===== config.mk =====
export PLATFORM = sky130hd
export DESIGN_NAME = switch_channel_diagnostics
export DESIGN_NICKNAME = d
export VERILOG_FILES = /design/src/rtl/swdiag_pkg.sv /design/src/rtl/switch_channel_diagnostics.sv
export SDC_FILE = /design/constraint.sdc
export NUM_CORES = 1
export LEC_CHECK = 0
export BUFFER_PORTS_ARGS = -buffer_cell sky130_fd_sc_hd__clkbuf_2
export CELL_PAD_IN_SITES_DETAIL_PLACEMENT = 1
export CELL_PAD_IN_SITES_GLOBAL_PLACEMENT = 1
export CORE_ASPECT_RATIO = 0.9
export CORE_UTILIZATION = 35
export CTS_BUF_LIST = sky130_fd_sc_hd__clkbuf_16
export DETAILED_ROUTE_END_ITERATION = 10
export PLACE_DENSITY_LB_ADDON = 0.2
export SYNTH_ARGS = -nofsm -noshare
export SYNTH_HDL_FRONTEND = slang
export SYNTH_SLANG_ARGS = --single-unit

===== constraint.sdc =====
create_clock -name clk_in -period 4.6 [get_ports clk_in]
set_input_delay 1.38 -clock clk_in [delete_from_list [all_inputs] [get_ports clk_in]]
set_output_delay 1.38 -clock clk_in [all_outputs]
set_load 0.01 [all_outputs]

===== src/rtl/swdiag_pkg.sv =====
// package: register map, field layout and carrier types for the switch diagnostics block
package swdiag_pkg;
    localparam int N_CH = 4;
    // register byte addresses on the apb bus
    localparam logic [7:0] ADDR_SUMMARY = 8'h00;
    localparam logic [7:0] ADDR_DIAG21 = 8'h04;
    localparam logic [7:0] ADDR_DIAG43 = 8'h08;
    localparam logic [7:0] ADDR_ENABLE = 8'h0C;
    localparam logic [7:0] ADDR_STATE = 8'h10;
    localparam logic [7:0] ADDR_FAULT_MAP = 8'h14;
    localparam logic [7:0] ADDR_IRQ_STAT = 8'h18;
    localparam logic [7:0] ADDR_IRQ_MASK = 8'h1C;
    localparam logic [7:0] ADDR_CLEAR = 8'h20;
    // summary register fields
    localparam int SUM_LINK_ERR = 7;
    localparam int SUM_OVERTEMP = 6;
    localparam int SUM_SUPPLY_OS = 5;
    localparam int SUM_SUPPLY_LOW = 4;
    // channel pair register fields
    localparam int CHANNEL_DIAGNOSTIC_REGISTER_OC_HI = 7;
    localparam int CHANNEL_DIAGNOSTIC_REGISTER_OT_HI = 5;
    localparam int CHANNEL_DIAGNOSTIC_REGISTER_OPEN_HI = 4;
    localparam int CHANNEL_DIAGNOSTIC_REGISTER_OC_LO = 3;
    localparam int CHANNEL_DIAGNOSTIC_REGISTER_OT_LO = 1;
    localparam int CHANNEL_DIAGNOSTIC_REGISTER_OPEN_LO = 0;
    // fault map / interrupt layout: bit0 oc, bit1 open, bit2 link, bit3 overtemp
    localparam int EV_OC = 0;
    localparam int EV_OPEN = 1;
    localparam int EV_LINK = 2;
    localparam int EV_OT = 3;
    localparam logic [3:0] FAULT_MAP_RST = 4'hD;
    localparam logic [7:0] REG_RST = 8'h00;
    localparam logic [31:0] RD_ZERO = 32'h0000_0000;

    typedef struct packed {
        logic psel;
        logic penable;
        logic pwrite;
        logic [7:0] paddr;
        logic [31:0] pwdata;
    } apb_req_t;

    typedef struct packed {
        logic [N_CH-1:0] oc;
        logic [N_CH-1:0] open;
        logic [N_CH-1:0] ot;
    } ch_flags_t;

    typedef struct packed {
        logic [3:0] all_overtemp;
        logic supply_os;
        logic supply_low;
    } supply_t;
endpackage


===== src/rtl/switch_channel_diagnostics.sv =====
// switch_channel_diagnostics: per-channel fault flags, link error shutdown, indicators, apb
//
// Decided for this implementation: the APB register port and the address map.
`timescale 1ns/1ps
// How it works
// - over-current flag only on enabled channel
// - over-current turns channel off, sets flag
// - fault pin active-low open-drain, mappable
// - open-load warning only on disabled channel
// - open load sets flag, asserts open pin
// - enable bit 0 drives channel one
// - link watched; error sets flag, shuts down
// - outputs off until error gone and cleared
// - dead switch side gives link error
// - dead logic side forces outputs off
// - channel inputs on own one-way path
// - state pins mirror actual state bits
// - over-current clears state bit and pin
// - one device on the apb bus, no daisy chain
// - host reads status, clears, configures
// - summary register layout, read-only, zero reset except supply bits 5:4, which follow the supply inputs
// - pair register flag bit positions
module switch_channel_diagnostics
(
    // clock and reset
    input wire logic clk_in,
    input wire logic rst_in,
    // apb slave
    input wire swdiag_pkg::apb_req_t apb_in,
    output logic [31:0] prdata_out,
    output logic pready_out,
    output logic pslverr_out,
    // host parallel channel inputs
    input wire logic [3:0] channel_parallel_input_in,
    // switch side analogue comparators
    input wire logic [3:0] over_current_in,
    input wire logic [3:0] open_load_in,
    input wire logic [3:0] channel_overtemp_in,
    input wire swdiag_pkg::supply_t supply_in,
    // barrier link health
    input wire logic link_ok_in,
    input wire logic switch_side_alive_in,
    input wire logic logic_side_alive_in,
    // switch drive across the one-way paths
    output logic [3:0] switch_drive_out,
    // open-drain indicator pins, enable high means pulling low
    output logic fault_indicator_n_out,
    output logic fault_indicator_oe_out,
    output logic open_channel_indicator_n_out,
    output logic open_channel_indicator_oe_out,
    output logic [3:0] channel_state_indicator_n_out,
    output logic [3:0] channel_state_indicator_oe_out,
    // interrupt
    output logic irq_out
);
    import swdiag_pkg::*;

    typedef struct packed {
        ch_flags_t flags;
        logic link_err;
        logic overtemp;
        logic [3:0] enable;
        logic [3:0] drive;
        logic [3:0] fault_map;
        logic [3:0] irq_stat;
        logic [3:0] irq_mask;
        logic [31:0] rdata;
        logic ready;
        logic slverr;
        logic fault_pin;
        logic open_pin;
        logic [3:0] state_pin;
        logic irq;
    } state_t;

    state_t st_ff;
    state_t nxt_st;

    function automatic logic [7:0] pair_reg(input ch_flags_t f, input int lo);
        logic [7:0] r;
        r = REG_RST;
        r[CHANNEL_DIAGNOSTIC_REGISTER_OC_HI] = f.oc[lo+1];
        r[CHANNEL_DIAGNOSTIC_REGISTER_OT_HI] = f.ot[lo+1];
        r[CHANNEL_DIAGNOSTIC_REGISTER_OPEN_HI] = f.open[lo+1];
        r[CHANNEL_DIAGNOSTIC_REGISTER_OC_LO] = f.oc[lo];
        r[CHANNEL_DIAGNOSTIC_REGISTER_OT_LO] = f.ot[lo];
        r[CHANNEL_DIAGNOSTIC_REGISTER_OPEN_LO] = f.open[lo];
        return r;
    endfunction

    logic [3:0] cmd;
    logic link_bad;
    logic access;
    logic wr;
    logic [7:0] summary;
    logic [3:0] events;
    logic clr_hit;

    always_comb
    begin
        nxt_st = st_ff;
        // enable bit 0 and parallel input 0 both steer channel one
        cmd = channel_parallel_input_in | st_ff.enable;
        link_bad = !link_ok_in || !switch_side_alive_in;
        // psel with penable marks the access phase; this block is the only device on the bus
        access = apb_in.psel && apb_in.penable;
        wr = access && apb_in.pwrite;
        // clear only at the taking edge, so the ready cycle cannot wipe a fresh event
        clr_hit = wr && !st_ff.ready && (apb_in.paddr == ADDR_CLEAR);
        events = REG_RST[3:0];

        // sticky flags; a new event in the clear cycle wins
        if (clr_hit)
        begin
            nxt_st.flags.oc = st_ff.flags.oc & ~apb_in.pwdata[3:0];
            nxt_st.flags.open = st_ff.flags.open & ~apb_in.pwdata[7:4];
            nxt_st.flags.ot = st_ff.flags.ot & ~apb_in.pwdata[11:8];
            if (apb_in.pwdata[12])
                nxt_st.link_err = 1'b0;
        end
        nxt_st.flags.oc = nxt_st.flags.oc | (cmd & over_current_in);
        nxt_st.flags.open = nxt_st.flags.open | (~cmd & open_load_in);
        nxt_st.flags.ot = nxt_st.flags.ot | (cmd & channel_overtemp_in);
        nxt_st.overtemp = &supply_in.all_overtemp;
        if (link_bad)
            nxt_st.link_err = 1'b1;
        events[EV_OC] = |(cmd & over_current_in);
        events[EV_OPEN] = |(~cmd & open_load_in);
        events[EV_LINK] = link_bad;
        events[EV_OT] = nxt_st.overtemp;

        // drive: off on over-current, all off while link error latched or far side dead
        nxt_st.drive = cmd & ~over_current_in & ~channel_overtemp_in;
        if (nxt_st.link_err || !logic_side_alive_in || nxt_st.overtemp
            || supply_in.supply_os)
            nxt_st.drive = REG_RST[3:0];

        // indicators follow actual state, not the command
        nxt_st.state_pin = nxt_st.drive;
        nxt_st.open_pin = |nxt_st.flags.open;
        nxt_st.fault_pin = (st_ff.fault_map[EV_OC] && |nxt_st.flags.oc)
            || (st_ff.fault_map[EV_OPEN] && |nxt_st.flags.open)
            || (st_ff.fault_map[EV_LINK] && nxt_st.link_err)
            || (st_ff.fault_map[EV_OT] && nxt_st.overtemp);

        summary = REG_RST;
        summary[SUM_LINK_ERR] = st_ff.link_err;
        summary[SUM_OVERTEMP] = st_ff.overtemp;
        summary[SUM_SUPPLY_OS] = supply_in.supply_os;
        summary[SUM_SUPPLY_LOW] = supply_in.supply_low;
        summary[3:0] = st_ff.flags.oc | st_ff.flags.open | st_ff.flags.ot;

        // apb: one wait state, one-cycle ready in access phase
        nxt_st.ready = access && !st_ff.ready;
        nxt_st.slverr = 1'b0;
        nxt_st.rdata = RD_ZERO;
        if (access && !st_ff.ready)
        begin
            case (apb_in.paddr)
                ADDR_SUMMARY: nxt_st.rdata = {24'h000000, summary};
                ADDR_DIAG21: nxt_st.rdata = {24'h000000, pair_reg(st_ff.flags, 0)};
                ADDR_DIAG43: nxt_st.rdata = {24'h000000, pair_reg(st_ff.flags, 2)};
                ADDR_ENABLE:
                begin
                    nxt_st.rdata = {28'h0000000, st_ff.enable};
                    if (apb_in.pwrite)
                        nxt_st.enable = apb_in.pwdata[3:0];
                end
                ADDR_STATE: nxt_st.rdata = {28'h0000000, st_ff.drive};
                ADDR_FAULT_MAP:
                begin
                    nxt_st.rdata = {28'h0000000, st_ff.fault_map};
                    if (apb_in.pwrite)
                        nxt_st.fault_map = apb_in.pwdata[3:0];
                end
                ADDR_IRQ_STAT: nxt_st.rdata = {28'h0000000, st_ff.irq_stat};
                ADDR_IRQ_MASK:
                begin
                    nxt_st.rdata = {28'h0000000, st_ff.irq_mask};
                    if (apb_in.pwrite)
                        nxt_st.irq_mask = apb_in.pwdata[3:0];
                end
                ADDR_CLEAR: nxt_st.rdata = RD_ZERO;
                default: nxt_st.slverr = 1'b1;
            endcase
        end
        if (wr && !st_ff.ready && apb_in.paddr == ADDR_IRQ_STAT)
            nxt_st.irq_stat = st_ff.irq_stat & ~apb_in.pwdata[3:0];
        nxt_st.irq_stat = nxt_st.irq_stat | events;
        nxt_st.irq = |(nxt_st.irq_stat & nxt_st.irq_mask);
    end

    always_ff @(posedge clk_in)
    begin
        if (rst_in)
        begin
            st_ff <= '0;
            st_ff.fault_map <= FAULT_MAP_RST;
        end
        else
        begin
            st_ff <= nxt_st;
        end
    end

    assign prdata_out = st_ff.rdata;
    assign pready_out = st_ff.ready;
    assign pslverr_out = st_ff.slverr;
    assign switch_drive_out = st_ff.drive;
    assign fault_indicator_n_out = 1'b0;
    assign fault_indicator_oe_out = st_ff.fault_pin;
    assign open_channel_indicator_n_out = 1'b0;
    assign open_channel_indicator_oe_out = st_ff.open_pin;
    assign channel_state_indicator_n_out = 4'h0;
    assign channel_state_indicator_oe_out = st_ff.state_pin;
    assign irq_out = st_ff.irq;
endmodule // switch_channel_diagnostics


==> impl_metrics.yaml <==
worst_setup_path:
  cp.required_ns: 4.77
  crit_type: "primary input to flip-flop"
  worst_setup_path_start_kind: "primary input"
  worstPathArrival_ns: 3.48
  crit_fanout: 12
  worstRegToRegCells: 6
  reg2reg_from: "pready_out"
  end_kind: "flip-flop"
  r2r-end: "fault_indicator_oe_out"
  r2r_setup_slack_ns: 2.45
timing:
  tightest_slew_ns: 1.05
  relSlewSlack_pct: 29.7
  fmax_ghz: 0.303
  rsz0062_at_grt: "no"
  setup_violations: 0
  fin_crit_sh_pct: 71.8
  setup_tns_ns: 0
  holdWs_ns: 0.440
  period_needed_ns: 3.30
  timing.final.hold_violations: 0
  finalMaxSlewViolations: 0
  worst_clock_skew_ns: 0.00470
floorplanning:
  row_count: 29
  io_pins: 121
  initial_core_util_pct: 36.0
  die_w_um: 91.7
  die-area_um2: 7590
  core_um2: 7040
  die_h_um: 82.8
cts:
  cts_resized: 0
  cts_tree: "done"
  cts-htree-levels: 2
  ctsHoldBuffers: 0
  cts_setup_buffers: 0
  clk_path_buf_depth: 2
  clkTransAtPathRegs_ns: 0.06
  cts.sinks: 47
  clk_latency_ns: 0.29
  cts_buffers: 5
  root_buffer: "clkbuf_16"
worst_hold_path:
  min_from: "st_ff[61]"
  hold_path_depth: 2
  holdPathEnd: "prdata_out[6]"
  hp-class: "flip-flop to flip-flop"
yosys:
  synth_area_leaders: "dfxtp_1 37%, buf_4 14%, nand2_1 4.4%"
  synth_cell_types: 45
  netlist.area_leader.share_pct: 37.1
  ys_seq_area_share_pct: 37.1
  yosys_warnings: 0
  synth_top_cell_by_area: "dfxtp_1"
  ys_seq_elements: 47
  synth_area_per_cell_um2: 8.51
  syn_area_um2: 2540
  synthCells: 298
pwr:
  peakVddDrop_v: 0.000143
  powerDensity_nw_per_um2: 325
  leakagePower_nw: 1.30
cells_and_area:
  nets: 421
  fillers: 893
  insertedDiodeCount: 0
  final_area_um2: 2910
  instances_no_fill: 445
  syn_to_final_growth_pct: 14.7
  layout-drive-gt1-share_pct: 26.7
place:
  port_buffers: 71
  hpwl_mm: 5.89
  placed_cells: 437
  place_area_um2: 2750
  gp_congestion: 0.816
route:
  vias_per_cell: 5.16
  num_vias: 2298
  wl_per_cell_um: 17.1
  drt_iter0_markers: 111
  final_antenna_net_count: 0
  wl_mm: 7.59
  drt-pass1-iter-count: 4
  drc: 0
global_route:
  grt_antenna_before_repair: 0
  grt_usage_pct: 21.0
  grt_pass1_wl_mm: 11.8
  grt_max_degree: 27
  grt_pass1_vias: 2243
  grt_overflow: 0
outcome:
  status: "finished clean"
flow_run:
  maxCapViolations: 0
[power by group]
| part | internal, W | switching (W) |
|---|---|---|
| sequential | 0.000420 | 0.0000116 |
| clock | 0.000254 | 0.000153 |
| combinational | 0.0000403 | 0.0000678 |
| total | 0.000714 | 0.000232 |
[cells by family after synthesis]
logic type | share of synthesized area [%]
compound gates | 17.6
buf+inv | 16.1
flops | 37.1
mux | 7.15
other cells | 0.148
simple gates | 21.9
[metal layers]
metal / track usage, % / wire length, um / vias to the layer above
met4: 7.66 / 140 / 0
met3: 4.49 / 390 / 9
met2: 35.0 / 3360 / 82
li1: - / - / 1106
met1: 27.1 / 3700 / 1101
met5: 0 / 0 / -
[layout make-up]
type,instances,area (um2),area share (%)
Timing Repair Buffer,74,378,13.0
Inverter,4,15.0,0.516
Sequential cell,47,941,32.3
Clock buffer,5,125,4.30
Tap cell,93,116,4.00
Multi-Input combinational cell,219,1290,44.5
Clock inverter,3,38.8,1.33
[cell usage after synthesis (all sizes together)]
library cell / number
nor2: 28
o2111ai: 1
a31oi: 2
nor4: 6
a41oi: 3
a211o: 2
mux2i: 8
o31ai: 1
nand3: 7
a221o: 1
o41ai: 1
a21oi: 17
buf: 50
and2: 6
a41o: 1
mux2: 9
dfxtp: 47
inv: 4
clkbuf: 7
and4bb: 1
nand2: 30
nand4: 8
o211ai: 1
and4: 1
and3: 3
o31a: 1
conb: 1
o21a: 1
nor4b: 3
a21boi: 5
o22ai: 1
a22oi: 11
and4b: 3
a22o: 3
nand2b: 2
nor3: 8
o311a: 1
o21ai: 10
a211oi: 2
a221oi: 1
[registers in the layout, indices dropped and copies added, names as in the netlist]
name                            cells
open_channel_indicator_oe_out       1
channel_state_indicator_oe_out      4
fault_indicator_oe_out              1
pslverr_out                         1
irq_out                             1
st_ff                              30
prdata_out                          8
pready_out                          1
[stage by stage]
stage / power [W] / worst slack (ns) / utilization, %
4_1_cts: 0.000949 / 1.25 / 41.3
5_1_grt: 0.000979 / 1.16 / 41.3
6_report: 0.000946 / 1.30 / 41.3
3_5_place_dp: 0.000547 / 0.989 / 39.0
2_1_floorplan: 0.000514 / 1.74 / -
3_3_place_gp: 0.000545 / 0.984 / 39.0
[worst max-delay path: stages]
cell and delay (ns):
clkbuf_2 0.21, nor4b_4 0.55, and3_1 0.50, a21boi_0 0.19, o311a_1 0.39, a221o_1 0.26
[worst max path at each step]
stage,cells after the start,slack (ns),endpoint,from
floorplan,6,1.74,fault_indicator_oe_out,apb_in[36]
global placement,6,0.98,fault_indicator_oe_out,apb_in[36]
detailed placement,6,0.99,fault_indicator_oe_out,apb_in[36]
CTS,6,1.25,fault_indicator_oe_out,apb_in[36]
global route,6,1.16,fault_indicator_oe_out,apb_in[36]
finish,6,1.30,fault_indicator_oe_out,apb_in[36]
[cell usage in the layout (no fill, tap or decap), types with 6 or more instances in the layout]
cell       n
mux2i_1    8
and2_1     6
nand4_1    8
a22oi_1   11
nand2_1   30
nor3_1     8
o21ai_0   10
dfxtp_1   47
mux2_2     9
conb_1    30
a21oi_1   17
clkbuf_2  71
nor2_1    28
nand3_1    7
(Power assumes the default switching activity.)
